===== config.mk =====
export PLATFORM = sky130hd
export DESIGN_NAME = icr_regs
export DESIGN_NICKNAME = d
export VERILOG_FILES = /design/src/include/icr_pkg.sv /design/src/rtl/icr_regs.sv
export SDC_FILE = /design/constraint.sdc
export NUM_CORES = 1
export LEC_CHECK = 0
export ABC_CLOCK_PERIOD_IN_PS = 1500
export CAP_MARGIN = 5
export CORE_MARGIN = 2
export CORE_UTILIZATION = 57
export DETAILED_ROUTE_END_ITERATION = 7
export DONT_BUFFER_PORTS = 1
export PLACE_DENSITY = 0.73
export SYNTH_ARGS = -nofsm -noshare
export SYNTH_HDL_FRONTEND = slang
export SYNTH_SLANG_ARGS = --single-unit

===== constraint.sdc =====
create_clock -name sys_clk -period 1.5 [get_ports sys_clk]
set_input_delay 0.15 -clock sys_clk [delete_from_list [all_inputs] [get_ports sys_clk]]
set_output_delay 0.15 -clock sys_clk [all_outputs]
set_load 0.1 [all_outputs]

===== src/include/icr_pkg.sv =====
`default_nettype none
package icr_pkg;
   // register byte offsets
   localparam logic [7:0] ICR_OFS_CTRL = 8'h00;
   localparam logic [7:0] ICR_OFS_STAT = 8'h04;
   localparam logic [7:0] ICR_OFS_FLAG = 8'h08;
   localparam logic [7:0] ICR_OFS_IEN = 8'h0C;
   localparam logic [7:0] ICR_OFS_THR = 8'h50;
   // control_zero fields
   localparam int ICR_C_EN = 0;
   localparam int ICR_C_MST = 1;
   localparam int ICR_C_GCEN = 2;
   localparam int ICR_C_IRXM = 3;
   localparam int ICR_C_ACK = 4;
   localparam int ICR_C_SCLO = 6;
   localparam int ICR_C_SDAO = 7;
   localparam int ICR_C_SCL = 8;
   localparam int ICR_C_SDA = 9;
   localparam int ICR_C_SWOE = 10;
   localparam logic [15:0] ICR_CTRL_WMASK = 16'h04DF;
   localparam logic [15:0] ICR_CTRL_RST = 16'h0000;
   // bus_fifo_status fields
   localparam int ICR_S_BUSY = 0;
   localparam int ICR_S_RXE = 1;
   localparam int ICR_S_RXF = 2;
   localparam int ICR_S_TXE = 3;
   localparam int ICR_S_TXF = 4;
   localparam int ICR_S_CKMD = 5;
   // event_flags_zero fields
   localparam int ICR_F_DONE = 0;
   localparam int ICR_F_IRXM = 1;
   localparam int ICR_F_GC = 2;
   localparam int ICR_F_AM = 3;
   localparam int ICR_F_RXTH = 4;
   localparam int ICR_F_TXTH = 5;
   localparam int ICR_F_STOP = 6;
   localparam int ICR_F_ADRACK = 7;
   localparam int ICR_F_ARBER = 8;
   localparam int ICR_F_TOER = 9;
   localparam int ICR_F_ADRER = 10;
   localparam int ICR_F_DATER = 11;
   localparam int ICR_F_DNRER = 12;
   localparam int ICR_F_STRTER = 13;
   localparam int ICR_F_STOPER = 14;
   localparam int ICR_F_TXLO = 15;
   localparam logic [15:0] ICR_FLAG_RST = 16'h0030;
   localparam logic [15:0] ICR_FLAG_W1C = 16'hFFCF;
   localparam logic [15:0] ICR_IEN_RST = 16'h0000;
   // threshold register fields
   localparam int ICR_T_RXTH = 0;
   localparam int ICR_T_TXTH = 8;
   localparam int ICR_TH_W = 4;
   localparam logic [3:0] ICR_RXTH_RST = 4'h0;
   localparam logic [3:0] ICR_TXTH_RST = 4'h0;
endpackage
`default_nettype wire


===== src/rtl/icr_regs.sv =====
// Functional notes
// - override clock bit: 0 drives low, 1 releases
// - ack bit picks ACK or NACK
// - interactive receive flags each received byte
// - general call acknowledged only when enabled
// - role bit: 1 master, 0 slave
// - engine enable, engine pin drive and engine event flags idle unless enable bit set
// - status shows external master driving clock
// - FIFO full and empty status bits
// - busy bit high while bus in use
// - lockout flushes TX FIFO, blocks writes
// - out of sequence STOP error flag
// - out of sequence START error flag
// - slave address match with unprepared FIFO
// - master data NACK error flag
// - master address NACK error flag
// - clock held low too long flag
// - master address ACK flag
// - STOP detected flag
// - TX threshold flag while count at most threshold
// - RX threshold flag while count reaches threshold
// - separate address and general call flags
// - transfer complete flag after final acknowledge
// - override enable hands pins to software
// - TX threshold uses programmed field value
`timescale 1ns/1ps
`default_nettype none
module icr_regs
   import icr_pkg::*;
#(
   parameter int FIFO_DEPTH = 8,
   parameter int CNT_W = 4
)
(
   // clock and reset
   input wire logic sys_clk,
   input wire logic nrst,
   // apb slave
   input wire logic psel,
   input wire logic penable,
   input wire logic pwrite,
   input wire logic [7:0] paddr,
   input wire logic [31:0] pwdata,
   output logic [31:0] prdata,
   output logic pready,
   output logic pslverr,
   // i2c pins, open drain
   input wire logic scl_i,
   input wire logic sda_i,
   output logic scl_o,
   output logic scl_oe,
   output logic sda_o,
   output logic sda_oe,
   // protocol engine drive requests
   input wire logic eng_scl_low,
   input wire logic eng_sda_low,
   // protocol engine events, one-cycle pulses, and the tx_preload level
   input wire logic evt_done,
   input wire logic evt_rx_byte,
   input wire logic evt_gc_addr,
   input wire logic evt_own_addr,
   input wire logic evt_fifo_unready,
   input wire logic evt_addr_ack,
   input wire logic evt_addr_nack,
   input wire logic evt_data_nack,
   input wire logic evt_arb_lost,
   input wire logic evt_timeout,
   input wire logic evt_start_err,
   input wire logic tx_preload,
   // fifo fill counts
   input wire logic [CNT_W-1:0] tx_count,
   input wire logic [CNT_W-1:0] rx_count,
   // controls to protocol engine and fifos
   output logic ctrl_enable,
   output logic ctrl_master,
   output logic gc_ack_en,
   output logic irx_enable,
   output logic irx_nack,
   output logic tx_flush,
   output logic tx_write_block,
   output logic irq
);

   function automatic logic [CNT_W-1:0] cnt_of(input logic [3:0] v);
      cnt_of = CNT_W'(v);
   endfunction

   // apb decode
   logic acc;
   logic wr_en;
   logic rd_hit;
   logic pready_r;
   assign acc = psel & penable & pready_r;
   assign wr_en = acc & pwrite;
   assign rd_hit = (paddr == ICR_OFS_CTRL) | (paddr == ICR_OFS_STAT) | (paddr == ICR_OFS_FLAG)
      | (paddr == ICR_OFS_IEN) | (paddr == ICR_OFS_THR);

   // pin synchronisers, value moves when stages two and three agree
   logic [2:0] scl_sy_r;
   logic [2:0] sda_sy_r;
   logic scl_f_r;
   logic sda_f_r;
   always_ff @(posedge sys_clk or negedge nrst)
   begin
      if (!nrst)
      begin
         scl_sy_r <= 3'h7;
         sda_sy_r <= 3'h7;
      end
      else
      begin
         scl_sy_r <= {scl_sy_r[1:0], scl_i};
         sda_sy_r <= {sda_sy_r[1:0], sda_i};
      end
   end

   always_ff @(posedge sys_clk or negedge nrst)
   begin
      if (!nrst)
      begin
         scl_f_r <= 1'b1;
         sda_f_r <= 1'b1;
      end
      else
      begin
         if (scl_sy_r[1] == scl_sy_r[2])
            scl_f_r <= scl_sy_r[2];
         if (sda_sy_r[1] == sda_sy_r[2])
            sda_f_r <= sda_sy_r[2];
      end
   end

   // start and stop detection on filtered pins
   logic scl_p_r;
   logic sda_p_r;
   logic start_det;
   logic stop_det;
   always_ff @(posedge sys_clk or negedge nrst)
   begin
      if (!nrst)
      begin
         scl_p_r <= 1'b1;
         sda_p_r <= 1'b1;
      end
      else
      begin
         scl_p_r <= scl_f_r;
         sda_p_r <= sda_f_r;
      end
   end
   assign start_det = scl_f_r & scl_p_r & sda_p_r & ~sda_f_r;
   assign stop_det = scl_f_r & scl_p_r & ~sda_p_r & sda_f_r;

   // control register
   logic [15:0] ctrl_r;
   always_ff @(posedge sys_clk or negedge nrst)
   begin
      if (!nrst)
         ctrl_r <= ICR_CTRL_RST;
      else if (wr_en && paddr == ICR_OFS_CTRL)
         ctrl_r <= pwdata[15:0] & ICR_CTRL_WMASK;
   end

   // threshold register
   logic [ICR_TH_W-1:0] txth_r;
   logic [ICR_TH_W-1:0] rxth_r;
   always_ff @(posedge sys_clk or negedge nrst)
   begin
      if (!nrst)
      begin
         txth_r <= ICR_TXTH_RST;
         rxth_r <= ICR_RXTH_RST;
      end
      else if (wr_en && paddr == ICR_OFS_THR)
      begin
         txth_r <= pwdata[ICR_T_TXTH +: ICR_TH_W];
         rxth_r <= pwdata[ICR_T_RXTH +: ICR_TH_W];
      end
   end

   // enable register
   logic [15:0] ien_r;
   always_ff @(posedge sys_clk or negedge nrst)
   begin
      if (!nrst)
         ien_r <= ICR_IEN_RST;
      else if (wr_en && paddr == ICR_OFS_IEN)
         ien_r <= pwdata[15:0];
   end

   // bus busy and external clock drive
   logic busy_r;
   logic ckmd_r;
   always_ff @(posedge sys_clk or negedge nrst)
   begin
      if (!nrst)
         busy_r <= 1'b0;
      else if (start_det)
         busy_r <= 1'b1;
      else if (stop_det)
         busy_r <= 1'b0;
   end

   always_ff @(posedge sys_clk or negedge nrst)
   begin
      if (!nrst)
         ckmd_r <= 1'b0;
      else
         ckmd_r <= ~scl_f_r & ~scl_oe;
   end

   // fifo status bits
   logic txf_r;
   logic txe_r;
   logic rxf_r;
   logic rxe_r;
   always_ff @(posedge sys_clk or negedge nrst)
   begin
      if (!nrst)
      begin
         txf_r <= 1'b0;
         txe_r <= 1'b1;
         rxf_r <= 1'b0;
         rxe_r <= 1'b1;
      end
      else
      begin
         txf_r <= tx_count == CNT_W'(FIFO_DEPTH);
         txe_r <= tx_count == '0;
         rxf_r <= rx_count == CNT_W'(FIFO_DEPTH);
         rxe_r <= rx_count == '0;
      end
   end

   // gated events
   logic en;
   logic mst;
   logic slv;
   logic [15:0] set_v;
   logic [15:0] clr_v;
   assign en = ctrl_r[ICR_C_EN];
   assign mst = en & ctrl_r[ICR_C_MST];
   assign slv = en & ~ctrl_r[ICR_C_MST];
   always_comb
   begin
      set_v = '0;
      set_v[ICR_F_DONE] = en & evt_done;
      set_v[ICR_F_IRXM] = en & ctrl_r[ICR_C_IRXM] & evt_rx_byte;
      set_v[ICR_F_GC] = slv & ctrl_r[ICR_C_GCEN] & evt_gc_addr;
      set_v[ICR_F_AM] = slv & evt_own_addr;
      set_v[ICR_F_STOP] = stop_det;
      set_v[ICR_F_ADRACK] = mst & evt_addr_ack;
      set_v[ICR_F_ARBER] = mst & evt_arb_lost;
      set_v[ICR_F_TOER] = en & evt_timeout;
      set_v[ICR_F_ADRER] = mst & evt_addr_nack;
      set_v[ICR_F_DATER] = mst & evt_data_nack;
      set_v[ICR_F_DNRER] = slv & evt_fifo_unready & (set_v[ICR_F_AM] | set_v[ICR_F_GC]);
      set_v[ICR_F_STRTER] = en & evt_start_err;
      set_v[ICR_F_STOPER] = stop_det & ~busy_r;
      set_v[ICR_F_TXLO] = ~tx_preload & (set_v[ICR_F_AM] | set_v[ICR_F_GC]);
   end
   assign clr_v = (wr_en && paddr == ICR_OFS_FLAG) ? (pwdata[15:0] & ICR_FLAG_W1C) : 16'h0000;

   // sticky flags, set wins over clear; threshold flags are live
   logic [15:0] flag_r;
   always_ff @(posedge sys_clk or negedge nrst)
   begin
      if (!nrst)
         flag_r <= ICR_FLAG_RST;
      else
      begin
         flag_r <= (flag_r & ~clr_v & ICR_FLAG_W1C) | (set_v & ICR_FLAG_W1C);
         flag_r[ICR_F_TXTH] <= tx_count <= cnt_of(txth_r);
         flag_r[ICR_F_RXTH] <= rx_count >= cnt_of(rxth_r);
      end
   end

   // tx flush pulse on lockout
   always_ff @(posedge sys_clk or negedge nrst)
   begin
      if (!nrst)
         tx_flush <= 1'b0;
      else
         tx_flush <= set_v[ICR_F_TXLO];
   end

   // engine controls
   always_ff @(posedge sys_clk or negedge nrst)
   begin
      if (!nrst)
      begin
         ctrl_enable <= 1'b0;
         ctrl_master <= 1'b0;
         gc_ack_en <= 1'b0;
         irx_enable <= 1'b0;
         irx_nack <= 1'b0;
         tx_write_block <= 1'b0;
      end
      else
      begin
         ctrl_enable <= en;
         ctrl_master <= ctrl_r[ICR_C_MST];
         gc_ack_en <= ctrl_r[ICR_C_GCEN];
         irx_enable <= ctrl_r[ICR_C_IRXM];
         irx_nack <= ctrl_r[ICR_C_ACK];
         tx_write_block <= flag_r[ICR_F_TXLO] | set_v[ICR_F_TXLO];
      end
   end

   // pin drive, enable high pulls the line low
   always_ff @(posedge sys_clk or negedge nrst)
   begin
      if (!nrst)
      begin
         scl_oe <= 1'b0;
         sda_oe <= 1'b0;
         scl_o <= 1'b0;
         sda_o <= 1'b0;
      end
      else
      begin
         scl_o <= 1'b0;
         sda_o <= 1'b0;
         if (ctrl_r[ICR_C_SWOE])
         begin
            scl_oe <= ~ctrl_r[ICR_C_SCLO];
            sda_oe <= ~ctrl_r[ICR_C_SDAO];
         end
         else
         begin
            scl_oe <= en & eng_scl_low;
            sda_oe <= en & eng_sda_low;
         end
      end
   end

   // interrupt request
   always_ff @(posedge sys_clk or negedge nrst)
   begin
      if (!nrst)
         irq <= 1'b0;
      else
         irq <= |(flag_r & ien_r);
   end

   // read mux
   logic [31:0] rd_v;
   always_comb
   begin
      rd_v = 32'h0000_0000;
      unique case (paddr)
         ICR_OFS_CTRL:
         begin
            rd_v[15:0] = ctrl_r;
            rd_v[ICR_C_SCL] = scl_f_r;
            rd_v[ICR_C_SDA] = sda_f_r;
         end
         ICR_OFS_STAT:
         begin
            rd_v[ICR_S_BUSY] = busy_r;
            rd_v[ICR_S_RXE] = rxe_r;
            rd_v[ICR_S_RXF] = rxf_r;
            rd_v[ICR_S_TXE] = txe_r;
            rd_v[ICR_S_TXF] = txf_r;
            rd_v[ICR_S_CKMD] = ckmd_r;
         end
         ICR_OFS_FLAG: rd_v[15:0] = flag_r;
         ICR_OFS_IEN: rd_v[15:0] = ien_r;
         ICR_OFS_THR:
         begin
            rd_v[ICR_T_TXTH +: ICR_TH_W] = txth_r;
            rd_v[ICR_T_RXTH +: ICR_TH_W] = rxth_r;
         end
         default: rd_v = 32'h0000_0000;
      endcase
   end

   // apb answer: one wait state
   always_ff @(posedge sys_clk or negedge nrst)
   begin
      if (!nrst)
      begin
         pready_r <= 1'b0;
         prdata <= 32'h0000_0000;
         pslverr <= 1'b0;
      end
      else
      begin
         pready_r <= psel & penable & ~pready_r;
         prdata <= (psel & penable & ~pready_r & ~pwrite) ? rd_v : 32'h0000_0000;
         pslverr <= psel & penable & ~pready_r & ~rd_hit;
      end
   end
   assign pready = pready_r;

endmodule
`default_nettype wire


# Word level (Yosys, flattened, before mapping)
# Index checks and enable logic that the tools add are counted.
[op_classes]
n_addsub = 0
multipliers = 0
div = 0
order_cmp = 2
n_eq_ne = 8
n_shift = 0
mux = 11
bitwise_logic = 54
n_reduce_logical = 9
[ops]
columns = ["op", "count"]
rows = [
  ["$and 1x1->1", 32],
  ["$and 16x16->16", 2],
  ["$mux 16", 2],
  ["$pmux 4 s5", 1],
  ["$eq 8x4->1 const B", 2],
  ["$not 16->16", 1],
  ["$or 16x16->16", 1],
  ["$pmux 4 s4", 1],
  ["$reduce_or 16->1", 1],
  ["$not 1->1", 12],
  ["$eq 4x4->1 const B", 2],
  ["$eq 8x3->1 const B", 1],
  ["$eq 8x7->1 const B", 1],
  ["$logic_not 4->1", 2],
  ["$logic_not 8->1", 1],
  ["$pmux 2 s4", 1],
  ["$pmux 4 s2", 1],
  ["$or 1x1->1", 6],
  ["$pmux 2 s3", 1],
  ["$ge 4x4->1", 1],
  ["$le 4x4->1", 1],
  ["$logic_and 1x1->1", 4],
  ["$mux 1", 4],
  ["$eq 1x1->1", 2],
  ["$reduce_bool 2->1", 1],
]
[totals]
register_bits = 92
latchBits = 0
ram_bits = 0
romBits = 0
input_bits = 69
output_inout_bits = 46
elab_cells = 114
mem_count = 0

# Longest topological paths before layout
[depth]
ltp_word = 8
mapped_depth = 7
mapped_depth_nobuf = 6

# Least setup slack after synthesis
# No wires, ideal clock.
[synth_path]
path_kind = "flip-flop to flip-flop"
start = "reg pready_r, in the netlist pready"
end = "reg ien_r[10]"
setup_ns = 0.127
arrival_time_ns = 2.077
required_ns = 1.373
path_slack_ns = -0.704
path_stages_with_launch = 7
path_buffers = 2
synth_period_minus_slack_ns = 2.204
path_cell_list = "dfrtp_1 nand2_1 nor2_1 and4_1 buf_4 buf_8 mux2_1"
[synth_between]
elab_chain_cells = 3
[synth_rtl]
columns = ["element", "line", "rtl"]
rows = [
  ["from (decl)", "icr_regs.sv:92", "logic pready_r;"],
  ["from (signal assigned)", "icr_regs.sv:389", "pready_r <= psel & penable & ~pready_r;"],
  ["$and 1x1->1", "icr_regs.sv:93", "assign acc = psel & penable & pready_r;"],
  ["$and 1x1->1", "icr_regs.sv:94", "assign wr_en = acc & pwrite;"],
  ["$logic_and 1x1->1", "icr_regs.sv:187", "else if (wr_en && paddr == ICR_OFS_IEN)"],
  ["to (signal assigned)", "icr_regs.sv:188", "ien_r <= pwdata[15:0];"],
  ["to (decl)", "icr_regs.sv:182", "logic [15:0] ien_r;"],
]
# Every way passes these cells.
# A chain may end at the register's enable or synchronous reset.

# Final worst setup path
[layout_path]
start = "reg pready_r, in the netlist pready"
end = "reg ien_r[11]"
# Same word-level chain as after synthesis.

==> impl_metrics.env <==
export IMPL_finalNonFillerCells=517
export IMPL_synthesis_area_um2=4070
export IMPL_grt_start_max_net_pins=93
export IMPL_syn_to_final_growth_pct=26.9
export IMPL_cts_tree="built"
export IMPL_ys_top_cells_by_area="dfrtp_1, dfstp_2, mux2_2"
export IMPL_place_inst=453
export IMPL_violations="negative hold slack"
export IMPL_synth_top_family_by_area="multiplexers"
export IMPL_hp_class="primary input to asynchronous set/reset pin"
export IMPL_p_total_mw=4.57
export IMPL_clk_pin_slew_worst_paths_ns=0.09
export IMPL_rsz0062_at_grt="true"
export IMPL_maxCapViolCount=0
export IMPL_status="finished with violations"
export IMPL_yosysWarnings=0
export IMPL_post_synth_mux_area_share_pct=11.9
export IMPL_worstPathArrival_ns=1.74
export IMPL_slew_viol_final=0
export IMPL_final_util_pct=75.5
export IMPL_r2r_cells=5
export IMPL_startpoint_type="register"
export IMPL_cts_sinks=92
export IMPL_r2r_slack_ns=0.004
export IMPL_netlist_instances=324
export IMPL_synth_seq_area_share_pct=57.0
export IMPL_post_drt_wl_per_cell_um=20.3
export IMPL_placed_area_um2=4410
export IMPL_ys_ff_latch=92
export IMPL_cpMaxStageDelayCell="dfrtp_4"
export IMPL_crit_path_max_fanout=7
export IMPL_holdWs_ns=-0.529
export IMPL_yosysUniqueCellTypes=50
export IMPL_clock_skew_ns=0.00916
export IMPL_gp_congestion=0.815
export IMPL_fmax_mhz=669
export IMPL_core_area_um2=6830
export IMPL_critical_path_class="register to register"
export IMPL_die_width_um=88.5
export IMPL_nFillCells=448
export IMPL_overflow=0
export IMPL_clockBufferDepth=2
export IMPL_clk_latency_ns=0.37
export IMPL_rows=30
export IMPL_design_area_um2=5160
export IMPL_synthArstFlopShare_pct=100
export IMPL_r2r_start="pready$_DFF_PN0_"
export IMPL_synth_edf_count=0
export IMPL_setup_viol=0
export IMPL_power_density_nw_per_um2=885
export IMPL_drc=0
export IMPL_drt_first_pass_iters=6
export IMPL_finalNetCount=493
export IMPL_synth_compound_area_share_pct=11.2
export IMPL_start_util_pct=59.5
export IMPL_finalHoldViolCount=92
export IMPL_grt_pass1_vias=3057
export IMPL_grt_pass1_wl_um=16100
export IMPL_cts_hold_buf=45
export IMPL_ys_flop_type="dfrtp_1"
export IMPL_peakVddDrop_mv=0.616
export IMPL_power_leakage_nw=2.44
export IMPL_portBuffers=0
export IMPL_antenna_found_initial=0
export IMPL_crit_path_end_kind="register"
export IMPL_drive_gt1_share_pct=29.7
export IMPL_cp_required_ns=1.74
export IMPL_synth_top_area_cell="dfrtp_1"
export IMPL_setup_tns_ns=0
export IMPL_cts_max_level=3
export IMPL_track_usage_pct=27.9
export IMPL_synth_common_cells="dfrtp_1, mux2_2, nand2_1"
export IMPL_synth_simple_area_share_pct=10.7
export IMPL_cp_slowest_stage_delay_ns=0.46
export IMPL_yosysMostFrequentCell="dfrtp_1"
export IMPL_path_cells="nand2_4 > nor2_4 > and4_4 > buf_8 > mux2_1"
export IMPL_vias_per_cell=5.99
export IMPL_ant_nets=0
export IMPL_post_route_period_util_pct=99.7
export IMPL_wl_um=10500
export IMPL_hpwl_um=6500
export IMPL_synth_top_cell_area_share_pct=48.0
export IMPL_worstReg2RegEnd="ien_r[11]$_DFFE_PN0P_"
export IMPL_synth_xor_area_share_pct=0
export IMPL_die_h_um=88.5
export IMPL_antennaDiodeCount=0
export IMPL_design_die_area_um2=7830
export IMPL_io_pins=115
export IMPL_detail_route_iter0_violations=333
export IMPL_cts_made_buffers=9
export IMPL_syn_area_per_cell_um2=12.6
export IMPL_fin_crit_ns=1.50
export IMPL_clockRootBuffer="clkbuf_8"
export IMPL_synthAdderAreaFrac_pct=2.95
export IMPL_num_vias=3099
## repair_timing
action | CTS | global route
setup buffers | 0 | 3
setup endpoints to repair | 35 | 28
endpoints found under the hold margin | 153 | 92
pin swaps | 2 | 1
gates resized for setup | 7 | 23
## area by class of cell
cell class	instances	area, um2	share of cell area [%]
Tap cell	96	120	2.33
Inverter	9	33.8	0.655
Clock buffer	12	145	2.81
Sequential cell	92	2320	45.0
Clock inverter	4	25.0	0.485
Timing Repair Buffer	94	850	16.5
Multi-Input combinational cell	210	1660	32.2
## cell usage in the layout (no fill, tap or decap), types with 9 or more instances in the layout
master and instances:
dfrtp_1 77, dlygate4sd3_1 45, buf_4 45, nand2_1 23, conb_1 18, mux2_2 16
nor2_1 14, dfstp_2 14, a22o_1 11, mux2_4 11, clkbuf_8 10, inv_1 9
## critical path, delay by kind of cell, from the launching register on
family | cells | cell delay, ns
simple gates | 3 | 0.44
buf+inv | 1 | 0.14
flops | 1 | 0.46
mux | 1 | 0.33
## stage by stage
| step | setup slack, ns | hold WS (ns) |
|---|---|---|
| 3_3_place_gp | -0.170 | -0.143 |
| 2_1_floorplan | -0.309 | -0.146 |
| 4_1_cts | -0.00250 | -0.538 |
| 3_5_place_dp | -0.228 | -0.144 |
| 6_report | 0.00448 | -0.529 |
| 5_1_grt | -0.0342 | -0.549 |
## how the worst max path moves through the flow
stage,start,cells after the start,endpoint
2_1_floorplan,paddr[1],7,ien_r[10]$_DFFE_PN0P_
3_3_place_gp,paddr[1],5,ien_r[1]$_DFFE_PN0P_
3_5_place_dp,paddr[1],5,ien_r[13]$_DFFE_PN0P_
4_1_cts,pready$_DFF_PN0_,5,ien_r[1]$_DFFE_PN0P_
5_1_grt,pready$_DFF_PN0_,5,ien_r[5]$_DFFE_PN0P_
6_report,pready$_DFF_PN0_,5,ien_r[11]$_DFFE_PN0P_
## logic make-up after synthesis
group                    count (synthesis)
AND/OR/NAND/NOR                         80
flip-flops                              92
other                                    1
adder cells (fa/ha/maj)                 10
buffers and inverters                   39
multiplexers                            43
AO/OA/AOI/OAI                           59
## metal layers
metal	track usage [%]	part of all wire, %	vias to the layer above
met5	0	0	-
met1	37.7	41	1556
li1	-	-	1328
met4	10.7	2.6	0
met2	44.6	48	185
met3	6.34	8.3	30
## sequential cells by signal (all words and copies together), names as in the netlist, 3 cells and up
| signal | cells |
|---|---|
| ctrl_r | 8 |
| ien_r | 16 |
| flag_r | 16 |
| sda_sy_r | 3 |
| txth_r | 4 |
| rxth_r | 4 |
| prdata | 16 |
| scl_sy_r | 3 |
## where the power goes
part           total [mW]  switching, mW  internal (mW)
Combinational       0.494          0.340          0.155
Sequential           2.59         0.0442           2.55
Clock                1.49          0.843          0.643
Total                4.57           1.23           3.34
Power figures use the tool's default switching activity.
